`src/irq_consts.svh`:
```
// constants for the pin sense and address break block
// assumes byte-addressed apb with one 32-bit word per register
`ifndef IRQ_CONSTS_SVH
`define IRQ_CONSTS_SVH

`define ADDR_W        12
`define PINS          8
`define EVT_W         9
`define OFF_BRK_HIGH  12'h000
`define OFF_BRK_MID   12'h004
`define OFF_BRK_LOW   12'h008
`define OFF_SENSE_UP  12'h00c
`define OFF_SENSE_LO  12'h010
`define OFF_ENABLE    12'h014
`define OFF_FLAGS     12'h018
`define OFF_BRK_CTRL  12'h01c
`define OFF_EVT_STAT  12'h020
`define OFF_EVT_MASK  12'h024

`define SENSE_LOW     2'b00
`define SENSE_FALL    2'b01
`define SENSE_RISE    2'b10
`define SENSE_BOTH    2'b11

`define CMF_BIT       7
`define BIE_BIT       0
`define EVT_BRK_BIT   8
`define ZERO32        32'h0000_0000
`define ZERO8         8'h00

`endif

```
`src/irq_pkg.sv`:
```
// types shared by the pin sense and address break block
// assumes irq_consts.svh is on the include path
package irq_pkg;
`include "irq_consts.svh"

    typedef struct packed {
        logic                 psel;
        logic                 penable;
        logic                 pwrite;
        logic [`ADDR_W-1:0]   paddr;
        logic [31:0]          pwdata;
    } apb_req_t;

    typedef struct packed {
        logic [31:0] prdata;
        logic        pready;
        logic        pslverr;
    } apb_rsp_t;

    typedef struct packed {
        logic [7:0]        brkHigh;
        logic [7:0]        brkMid;
        logic [6:0]        brkLow;
        logic [7:0]        senseUp;
        logic [7:0]        senseLo;
        logic [7:0]        enable;
        logic [7:0]        flags;
        logic [7:0]        readOne;
        logic [7:0]        prevPin;
        logic              condition_match_flag;
        logic              break_interrupt_enable;
        logic [`EVT_W-1:0] evtStatus;
        logic [`EVT_W-1:0] evtMask;
        logic [7:0]        pinRequest;
        logic              breakRequest;
        logic              irqOut;
        apb_rsp_t          rsp;
    } state_t;
endpackage

```
`src/ext_irq_sense_break.sv`:
```
// eight-pin interrupt sense logic and prefetch address break compare
// assumes pins and prefetch bus are synchronous to mclk, apb master
//
// The register addresses and the APB interface to the registers were chosen for this implementation.
`timescale 1ns/100ps
`include "irq_consts.svh"

module ext_irq_sense_break (
    // clock and reset
    input  wire logic              mclk,
    input  wire logic              rst_n,
    // register bus
    input  wire irq_pkg::apb_req_t apbReq,
    output irq_pkg::apb_rsp_t      apbRsp,
    // pins and cpu side
    input  wire logic [7:0]        extPins,
    input  wire logic [23:0]       prefetchAddr,
    input  wire logic              prefetchValid,
    input  wire logic              normalMode,
    input  wire logic [7:0]        pinExcAck,
    input  wire logic              breakExcAck,
    // requests
    output logic [7:0]             pinRequest,
    output logic                   breakRequest,
    output logic                   irqOut
);

    irq_pkg::state_t st;
    irq_pkg::state_t next_st;
    logic [7:0]      pinHit;
    logic            brkMatch;
    logic            setup;
    logic            wrAcc;
    logic            rdAcc;

    // two-bit sense field of pin n
    function automatic logic [1:0] senseCode(input logic [7:0] up,
                                             input logic [7:0] lo,
                                             input int         n);
        logic [15:0] both;
        both = {up, lo};
        return both[2*n+1 -: 2];
    endfunction

    function automatic logic senseHit(input logic [1:0] code,
                                      input logic       now,
                                      input logic       prev);
        logic hit;
        unique case (code)
            `SENSE_LOW:  hit = !now;
            `SENSE_FALL: hit = prev & !now;
            `SENSE_RISE: hit = !prev & now;
            `SENSE_BOTH: hit = prev ^ now;
        endcase
        return hit;
    endfunction

    function automatic logic mapped(input logic [`ADDR_W-1:0] a);
        unique case (a)
            `OFF_BRK_HIGH, `OFF_BRK_MID, `OFF_BRK_LOW,
            `OFF_SENSE_UP, `OFF_SENSE_LO, `OFF_ENABLE,
            `OFF_FLAGS, `OFF_BRK_CTRL, `OFF_EVT_STAT,
            `OFF_EVT_MASK: return 1'b1;
            default:       return 1'b0;
        endcase
    endfunction

    function automatic logic [31:0] readMux(input irq_pkg::state_t s,
                                            input logic [`ADDR_W-1:0] a);
        logic [31:0] d;
        d = `ZERO32;
        unique case (a)
            `OFF_BRK_HIGH: d[7:0] = s.brkHigh;
            `OFF_BRK_MID:  d[7:0] = s.brkMid;
            `OFF_BRK_LOW:  d[7:0] = {s.brkLow, 1'b0};
            `OFF_SENSE_UP: d[7:0] = s.senseUp;
            `OFF_SENSE_LO: d[7:0] = s.senseLo;
            `OFF_ENABLE:   d[7:0] = s.enable;
            `OFF_FLAGS:    d[7:0] = s.flags;
            `OFF_BRK_CTRL: begin
                d[`CMF_BIT] = s.condition_match_flag;
                d[`BIE_BIT] = s.break_interrupt_enable;
            end
            `OFF_EVT_STAT: d[`EVT_W-1:0] = s.evtStatus;
            `OFF_EVT_MASK: d[`EVT_W-1:0] = s.evtMask;
            default:       d = `ZERO32;
        endcase
        return d;
    endfunction

    always_comb begin
        next_st = st;
        setup = apbReq.psel & !apbReq.penable;
        wrAcc = apbReq.psel & apbReq.penable & st.rsp.pready
              & apbReq.pwrite;
        rdAcc = apbReq.psel & apbReq.penable & st.rsp.pready
              & !apbReq.pwrite;

        // zero wait: data is latched in setup, ready seen at access
        next_st.rsp.pready = setup;
        next_st.rsp.pslverr = setup & !mapped(apbReq.paddr);
        next_st.rsp.prdata = setup ? readMux(st, apbReq.paddr)
                                   : `ZERO32;

        // register writes take effect at the access edge
        if (wrAcc) begin
            unique case (apbReq.paddr)
                `OFF_BRK_HIGH: next_st.brkHigh = apbReq.pwdata[7:0];
                `OFF_BRK_MID:  next_st.brkMid = apbReq.pwdata[7:0];
                `OFF_BRK_LOW:  next_st.brkLow = apbReq.pwdata[7:1];
                `OFF_SENSE_UP: next_st.senseUp = apbReq.pwdata[7:0];
                `OFF_SENSE_LO: next_st.senseLo = apbReq.pwdata[7:0];
                `OFF_ENABLE:   next_st.enable = apbReq.pwdata[7:0];
                `OFF_BRK_CTRL: next_st.break_interrupt_enable = apbReq.pwdata[`BIE_BIT];
                `OFF_EVT_MASK: next_st.evtMask =
                                   apbReq.pwdata[`EVT_W-1:0];
                default: ;
            endcase
        end

        // a read arms the clear only for bits actually returned as one
        if (rdAcc && apbReq.paddr == `OFF_FLAGS) begin
            next_st.readOne = st.readOne | st.rsp.prdata[7:0];
        end
        if (wrAcc && apbReq.paddr == `OFF_FLAGS) begin
            next_st.readOne = `ZERO8;
        end

        // pin sensing; enable plays no part in setting a flag
        for (int n = 0; n < `PINS; n++) begin
            logic [1:0] code;
            logic       swClr;
            logic       excClr;
            code = senseCode(st.senseUp, st.senseLo, n);
            pinHit[n] = senseHit(code, extPins[n], st.prevPin[n]);
            swClr = wrAcc && apbReq.paddr == `OFF_FLAGS
                  && !apbReq.pwdata[n] && st.readOne[n];
            if (code == `SENSE_LOW) begin
                excClr = pinExcAck[n] & extPins[n];
            end else begin
                excClr = pinExcAck[n];
            end
            // set wins over any clear in the same cycle
            next_st.flags[n] = pinHit[n]
                | (st.flags[n] & !swClr & !excClr);
        end
        next_st.prevPin = extPins;

        // break compare, bit 0 never compared
        brkMatch = prefetchValid
            && (normalMode
                || prefetchAddr[23:16] == st.brkHigh)
            && prefetchAddr[15:8] == st.brkMid
            && prefetchAddr[7:1] == st.brkLow;
        next_st.condition_match_flag = (brkMatch & st.break_interrupt_enable)
                    | (st.condition_match_flag & !breakExcAck);

        // sticky event bits, cleared by reading only what was seen
        next_st.evtStatus = {brkMatch & st.break_interrupt_enable, pinHit}
            | (st.evtStatus
               & ~((rdAcc && apbReq.paddr == `OFF_EVT_STAT)
                   ? st.rsp.prdata[`EVT_W-1:0] : {`EVT_W{1'b0}}));

        // outputs registered from the next state
        next_st.pinRequest = next_st.flags & next_st.enable;
        next_st.breakRequest = next_st.condition_match_flag & next_st.break_interrupt_enable;
        next_st.irqOut = |(next_st.evtStatus & next_st.evtMask);
    end

    // reset clears everything; the level sense default keeps the
    // zero prevPin from faking an edge before software picks a mode
    always_ff @(posedge mclk or negedge rst_n) begin
        if (!rst_n) begin
            st <= '0;
        end else begin
            st <= next_st;
        end
    end

    assign apbRsp = st.rsp;
    assign pinRequest = st.pinRequest;
    assign breakRequest = st.breakRequest;
    assign irqOut = st.irqOut;

    for (genvar p = 0; p < `PINS; p++) begin : g_pin
        logic [1:0] pc;
        assign pc = senseCode(st.senseUp, st.senseLo, p);

    end
endmodule // ext_irq_sense_break

```
`config.mk`:
```
export PLATFORM = sky130hd
export DESIGN_NAME = ext_irq_sense_break
export DESIGN_NICKNAME = d
export VERILOG_FILES = /design/src/irq_pkg.sv /design/src/ext_irq_sense_break.sv
export VERILOG_INCLUDE_DIRS = /design/src
export SDC_FILE = /design/constraint.sdc
export NUM_CORES = 1
export LEC_CHECK = 0
export BUFFER_PORTS_ARGS = -buffer_cell sky130_fd_sc_hd__buf_2
export CELL_PAD_IN_SITES_DETAIL_PLACEMENT = 1
export CELL_PAD_IN_SITES_GLOBAL_PLACEMENT = 2
export CORE_UTILIZATION = 35
export DETAILED_ROUTE_END_ITERATION = 10
export PLACE_DENSITY = 0.85
export SLEW_MARGIN = 25
export SYNTH_ARGS = -nofsm -noshare
export SYNTH_HDL_FRONTEND = slang
export SYNTH_SLANG_ARGS = --single-unit
```
`constraint.sdc`:
```
create_clock -name mclk -period 2.7 [get_ports mclk]
set_input_delay 0.135 -clock mclk [delete_from_list [all_inputs] [get_ports mclk]]
set_output_delay 0.135 -clock mclk [all_outputs]
set_load 0.1 [all_outputs]
```
* Yosys cells after proc, flatten, opt, wreduce, memory -nomap -nowiden
Cells that the tools add are included.
Word-level totals: register bits 112, bits of input ports 92, output and inout port bits 44
Cells by class: equal/unequal tests 36, muxes and demuxes 31, bitwise operators 72, reductions and logical operators 84
Operators by type and width (count):
- 6-bit one-hot mux with 9 select lines | 1
- 1-bit bitwise AND | 49
- 12-bit by 5-bit == test with 1-bit output (second input constant) | 4
- 1-bit zero test | 44
- 9-bit two-way mux | 4
- 2-bit == test (second input constant) | 16
- 8-bit two-way mux | 4
- 1-bit one-hot mux with 4 select lines | 8
- 12-bit by 4-bit == test with 1-bit output (second input constant) | 2
- 12-bit by 6-bit == test with 1-bit output (second input constant) | 2
- 1-bit logical AND | 22
- 9-bit bitwise AND | 2
- 2-bit by 1-bit == test with 1-bit output (second input constant) | 8
- 8-bit == test | 2
- 2-bit zero test | 8
- 12-bit by 3-bit == test with 1-bit output (second input constant) | 1
- 12-bit zero test | 1
- 1-bit two-way mux | 11
- 1-bit one-hot mux with 10 select lines | 1
- 2-bit AND reduction | 5
- 10-bit OR reduction | 1
- 9-bit NOT | 1
- 1-bit OR | 9
- 9-bit OR | 1
- other kinds (9) | 16

* Logic depth before layout (Yosys ltp)
Gate-level depths: netlist of run 1.
depth after elaboration 11, depth in mapped cells 8, depth with buffers taken out 8

* Least setup slack after synthesis of run 1
No wires, ideal clock.
kind reg-to-reg, from register st, in the netlist apbRsp[1], to register st, in the netlist irqOut, setup time 0.138 ns, data arrival time 1.746 ns, data required time 2.562 ns, setup slack 0.816 ns, stages on the path, launching flop included 8, path buffers 1, clock period less this slack 1.884 ns, cell sequence dfrtp_1 and4_1 buf_1 nand4_4 mux2_2 o21a_1 a2111oi_1 nand4_1
RTL lines:
- start, declared | line ext_irq_sense_break.sv:28 | irq_pkg::state_t st;
- start signal, assigned | line ext_irq_sense_break.sv:176 | st <= next_st;

==> results.cfg, run 1 <==
[status]
status = finished clean

[route]
drt_iter0_markers = 212
drc = 0
dr.pass1.iters = 4
vias = 4599
wl_per_cell_um = 20.5
vias_per_cell = 5.31
postRouteAntennaNets = 0
drt-total-wl_mm = 17.8

[synth]
synth_ff_type = dfrtp_1
synthDistinctLibCells = 60
synthArstFlopShare_pct = 100
ys_ff_latch = 112
synth_edf_count = 0
yosysWarningCount = 0
synth_top_area_share_pct = 46.0
netlist_instances = 552
synth_area_um2 = 6100
post_synth_main_area_contributors = dfrtp_1, mux2_2, buf_4, xor2_1, ha_1
ys_seq_area_share_pct = 46.0
postSynthAreaPerCell_um2 = 11.0
synth_top_cell_by_area = dfrtp_1

[timing]
worst_slew_pin_slew_ps = 658
finalHoldViolCount = 0
period_share_pct = 88.8
rsz0062_at_grt = no
fmax_mhz = 417
setup_slack_ps = 302
period_needed_ps = 2400
drv_slew = 0
setup-violations-final = 0
slew_headroom_pct = 56.0
skew_ps = 5.83
finalSetupTns_ps = 0

[global_routing]
grt_max_degree = 65
track_usage_pct = 20.6
grt_pass1_vias = 4899
grt-ovfl-total = 0
grt_pass1_wl_mm = 27.6
antenna_found_initial = 0

[clock_network]
clk_pin_slew_ps = 70
clock_latency_ps = 350
cts_sinks = 112
cts-root-buf = clkbuf_16
cts_setup_buffers = 0
clock_path_buffers = 2
cts_made_buffers = 9
cts_tree = yes
htreeDepth = 3

[placed_design]
portBuffers = 88
dpl.hpwl_mm = 13.6
gp_congestion = 0.858
pre_cts_slack_ps = 224

[final_layout]
nFillCells = 1898
synthToLayoutAreaGrowth_pct = 15.8
final_common_cell = dfrtp_1
num_antenna_cells = 0
drive_gt1_share_pct = 32.5
layout_common_cells = dfrtp_1, buf_2, mux2_2, nand2_1, inv_1
nets = 750

[floorplanning]
io_pins = 136
die_area_um2 = 17900
die_y_um = 134
die_x_um = 134
num_rows = 47
initial_utilization_pct = 36.2
core_um2 = 16800

[critical_path]
critical_path_class = input port to flip-flop
cp-end-kind = flip-flop
cp-start-kind = input port
r2r_setup_slack_ps = 330
required_ps = 2890
crit_fanout = 9
crit_chain = dlygate4sd3_1, buf_2, and4_1, nand4_4, mux2_2, o21a_1, a2111oi_1, nand4_1
worst_ep_arrival_time_ps = 2590
slowest_delay_ps = 530
critical-path-slowest-cell = dlygate4sd3_1

[job]
cap_violations = 0

[power_and_ir_drop]
power_density_nw_per_um2 = 500
peakVddDrop_v = 0.000297
p_leak_uw = 0.00340

[worst_hold_path]
hp-class = input port to flip-flop
## cell usage after synthesis, drive strengths merged, types with 7 or more instances
| cell | number |
|---|---|
| xor2 | 23 |
| nand3 | 12 |
| a21oi | 18 |
| nand4 | 7 |
| mux2i | 14 |
| dfrtp | 112 |
| nand2 | 39 |
| buf | 52 |
| nor2 | 27 |
| o31ai | 7 |
| nand3b | 9 |
| a31oi | 10 |
| o21ai | 7 |
| nor4 | 9 |
| a22oi | 7 |
| mux2 | 65 |
| inv | 26 |
| ha | 16 |
| nor3 | 16 |
## metrics by stage
stage | instances | utilization [%] | total power (uW) | hold WS, ps | area, um2
floorplan | 574 | - | 2020 | -161 | 6180
global placement | 841 | 39.6 | 2140 | 200 | 6660
detailed placement | 841 | 39.6 | 2160 | 210 | 6660
CTS | 866 | 42.0 | 3550 | 30.4 | 7060
global route | 866 | 42.0 | 3640 | 44.7 | 7060
finish | 866 | 42.0 | 3530 | 37.3 | 7060
## worst max-delay path, delay by kind of cell
family                 cells  cell delay (ps)
AO/OA/AOI/OAI              2              600
buffers and inverters      2              670
multiplexers               1              370
AND/OR/NAND/NOR            3              810
## cells by family after synthesis
| group | after synthesis | synth area share, % |
|---|---|---|
| muxes | 82 | 15.4 |
| buffers and inverters | 84 | 7.96 |
| AOI/OAI and AO/OA | 93 | 10.6 |
| other | 1 | 0.0615 |
| DFF | 112 | 46.0 |
| and+or+nand+nor | 141 | 13.4 |
| xor gates and xnor gates | 23 | 3.30 |
| adders and majority gates | 16 | 3.28 |
## flip-flops by register name (all words and copies together) (netlist names)
name / cells
st: 75
pinRequest: 8
breakRequest: 1
apbRsp: 11
g_pin.pc: 16
irqOut: 1
## timing repair
action	CTS	global route
gates resized for setup	0	0
endpoints found under the hold margin	57	0
hold buffers	10	0
## routing by layer
metal | share of wire, % | global-route usage, % | vias up
met5 | 0 | 0 | -
met4 | 2.0 | 6.50 | 0
met3 | 4.8 | 3.33 | 19
met2 | 48 | 33.8 | 122
met1 | 45 | 27.7 | 2360
li1 | - | - | 2098
## power by group
| part | internal, uW | total (uW) | switching, uW |
|---|---|---|---|
| Sequential | 1690 | 1700 | 11.4 |
| Clock | 788 | 1390 | 604 |
| Combinational | 107 | 432 | 325 |
## worst paths after layout
kind,startpoint,to,depth (start not counted)
setup / recovery,apbReq[45],irqOut$_DFF_PN0_,8
hold / removal,apbReq[8],st[52]$_DFF_PN0_,2
setup reg to reg,apbRsp[1]$_DFF_PN0_,irqOut$_DFF_PN0_,6
hold reg to reg,st[72]$_DFFE_PN0P_,st[72]$_DFFE_PN0P_,2
max in group asynchronous,rst_n,g_pin[1].pc[0]$_DFFE_PN0P_,3
min in group asynchronous,rst_n,irqOut$_DFF_PN0_,2
## area by class of cell
type | instances | area [um2] | share of cell area (%)
clock buffer | 12 | 267 | 3.77
clock inverter | 3 | 40.0 | 0.567
inverter | 26 | 97.6 | 1.38
multi-input combinational | 378 | 2900 | 41.0
sequential | 112 | 2800 | 39.7
tap | 220 | 275 | 3.90
timing repair buffer | 115 | 683 | 9.67
Power figures use the tool's default switching activity.
==> run 2, diff against run 1 <==
- ABC_AREA: unset -> 1
- CORE_UTILIZATION: 35 -> 28
- PLACE_DENSITY: 0.85 -> 0.81
- clock period: 2.7 -> 2.1 ns (I/O delays scaled with it)
==> run 2 against run 1 <==
Compared with the run above: largest power group unchanged; hold slack got worse by 29 ps; global-route usage fell by 1.7 points; wire length rose by 14%; core utilization fell by 7.7 points; synthesized cell count rose by 45%; via count rose by 20%; count of clock-buffer cells in the layout fell by 3; sequential share of layout area fell by 1.2 points; cell area rose by 3.0%; clock power rose by 37%; first-iteration DRC count rose by 19%; critical path type is now flip-flop to flip-flop.
==> results.cfg, run 2 <==
[status]
status = finished clean

[global_routing]
grt_pass1_vias = 5490
grtUsageMet1_pct = 25.9
grt_max_degree = 62
grt_pass1_wl_mm = 31.3
use_met2_pct = 30.3
grt_util_met3_pct = 3.35
busiest_layer = met2
track_usage_pct = 18.9
grt-ovfl-total = 0
antenna_found_initial = 1

[route]
vias = 5517
postRouteAntennaNets = 0
drt_iter0_markers = 253
drc = 0
dr.pass1.iters = 4
vias_per_cell = 4.65
wl_per_cell_um = 17.1
drt-total-wl_mm = 20.3

[synth]
synth_ff_type = dfrtp_1
synth_edf_count = 0
synth_top_cell_by_area = dfrtp_1
netlist_instances = 803
post_synth_main_area_contributors = dfrtp_1, nand2_1, inv_1, buf_4, o21ai_0
synth_top_area_share_pct = 45.8
synth_area_um2 = 6110
synthArstFlopShare_pct = 100
yosysWarningCount = 0
ys_ff_latch = 112
ys_top_cells_by_count = nand2_1, inv_1, dfrtp_1, o21ai_0, nor2_1
yosysMostFrequentCell = nand2_1
synthDistinctLibCells = 26
ys_seq_area_share_pct = 45.8
postSynthAreaPerCell_um2 = 7.61

[timing]
finalSetupTns_ps = 0
period_share_pct = 91.7
setup-violations-final = 0
finalHoldViolCount = 0
fmax_mhz = 519
skew_ps = 8.12
slew_headroom_pct = 62.3
drv_slew = 0
worst_slew_pin_slew_ps = 564
rsz0062_at_grt = no
period_needed_ps = 1930
setup_slack_ps = 175

[critical_path]
cp-end-kind = flip-flop
critical_path_class = flip-flop to flip-flop
worstRegToRegCells = 7
worst_ep_arrival_time_ps = 2160
reg2reg_from = apbRsp[1]$_DFF_PN0_
r2r_setup_slack_ps = 170
r2r-end = pinRequest[3]$_DFF_PN0_
required_ps = 2340
crit_fanout = 10
cp-start-kind = flip-flop

[power_and_ir_drop]
pwr-share-seq_pct = 46.5
p_int_uw = 3370
swShare_pct = 28.8
p_leak_uw = 0.00366
clockPowerShare_pct = 40.4
p_comb_share_pct = 13.2
power_density_nw_per_um2 = 650
peakVddDrop_v = 0.000356
power.switching_uw = 1360

[clock_network]
clk_pin_slew_ps = 80
htreeDepth = 3
cts_resized = 0
cts_tree = yes
cts_setup_buffers = 0
clock_path_buffers = 2
clock_latency_ps = 370
cts_made_buffers = 9
cts-root-buf = clkbuf_16
cts_sinks = 112
ctsHoldBuffers = 12

[floorplanning]
die_area_um2 = 22400
core_um2 = 21200
num_rows = 53
die_x_um = 150
die_y_um = 150
io_pins = 136
initial_utilization_pct = 28.8

[final_layout]
regMostFlops = st
regArea_um2 = 2800
nFillCells = 2632
multi_input_area_um2 = 2560
synthToLayoutAreaGrowth_pct = 19.0
final_common_cell = nand2_1
largest_reg_flops = 75
layout_common_cells = nand2_1, inv_1, dfrtp_1, buf_2, o21ai_0
drive_gt1_share_pct = 15.7
nets = 1013

[placed_design]
portBuffers = 88
dpl.hpwl_mm = 15.5
gp_congestion = 0.822
pre_cts_slack_ps = 138

[worst_hold_path]
min_to = st[63]$_DFF_PN0_
hp-class = input port to flip-flop
hold_depth = 4
hp-start = breakExcAck

[job]
cap_violations = 0
[run 2: cell count changes in the layout (fill, tap and decap cells not counted), moves of 10 or more]
cell / delta
nand3_1: +38
mux2_2: -65
a21oi_1: +13
xor2_1: -23
nand2_1: +180
inv_1: +88
o21ai_0: +55
mux2i_1: -14
nand4_1: +25
buf_4: +10
nor2_1: +34
o21ai_1: +10
[run 2: worst max path at each step]
stage,from,to,slack [ps],cells after the start
after detailed placement,apbReq[39],st[78]$_DFFE_PN0P_,140,12
after global routing,apbRsp[1]$_DFF_PN0_,pinRequest[3]$_DFF_PN0_,40,7
after CTS,apbRsp[1]$_DFF_PN0_,pinRequest[3]$_DFF_PN0_,160,7
after global placement,apbReq[39],pinRequest[3]$_DFF_PN0_,140,9
final,apbRsp[1]$_DFF_PN0_,pinRequest[3]$_DFF_PN0_,170,7
after floorplan,apbRsp[1]$_DFF_PN0_,pinRequest[0]$_DFF_PN0_,500,7
[run 2: power groups by stage]
stage                     Clock [uW]  Sequential [uW]  Combinational (uW)
after detailed placement           0             2240                 612
final                           1910             2200                 623
after global placement             0             2240                 605
after global routing            2030             2200                 672
after floorplan                    0             2240                 443
after CTS                       1960             2200                 632
[run 2: per-layer routing]
layer | part of all wire, % | wire, um
met4 | 1.5 | 306
met3 | 5.2 | 1050
met1 | 47 | 9480
met2 | 46 | 9410
met5 | 0 | 0
[run 2: final cells by class]
type / count / share of cell area (%)
repair buffers: 128 / 11.0
well taps: 275 / 4.73
diodes: 1 / 0.0344
clock buffers: 9 / 3.09
flip-flops and latches: 112 / 38.5
inverters: 118 / 6.09
multi-input cells: 536 / 35.2
clock inverters: 7 / 1.32
[run 2: through the flow]
stage / std cells / power, uW / util, % / cell area [um2] / hold slack (ps)
5_1_grt: 1186 / 4900 / 34.3 / 7280 / 12.2
3_3_place_gp: 1157 / 2850 / 32.2 / 6830 / 13.8
3_5_place_dp: 1157 / 2860 / 32.2 / 6830 / 12.0
6_report: 1186 / 4730 / 34.3 / 7280 / 8.74
4_1_cts: 1185 / 4790 / 34.3 / 7270 / 0.552
2_1_floorplan: 825 / 2680 / - / 6200 / -191
[run 2: logic make-up (layout without fill, tap and decap cells)]
| kind of cell | after synthesis | in the layout | share of synthesized area, % |
|---|---|---|---|
| fa+ha+maj | 16 | 16 | 3.27 |
| compound gates | 118 | 118 | 10.2 |
| simple gates | 370 | 370 | 25.7 |
| other cells | 1 | 24 | 0.0613 |
| buf+inv | 177 | 262 | 13.6 |
| xor+xnor | 9 | 9 | 1.29 |
| flops | 112 | 112 | 45.8 |
[run 2: worst max-delay path, cell delays in order, from the launching register on]
cell,delay (ps)
dfrtp_1,350
nand3_1,190
nor2_1,140
buf_4,170
nand3_1,300
buf_4,310
o21ai_0,240
a21oi_1,90
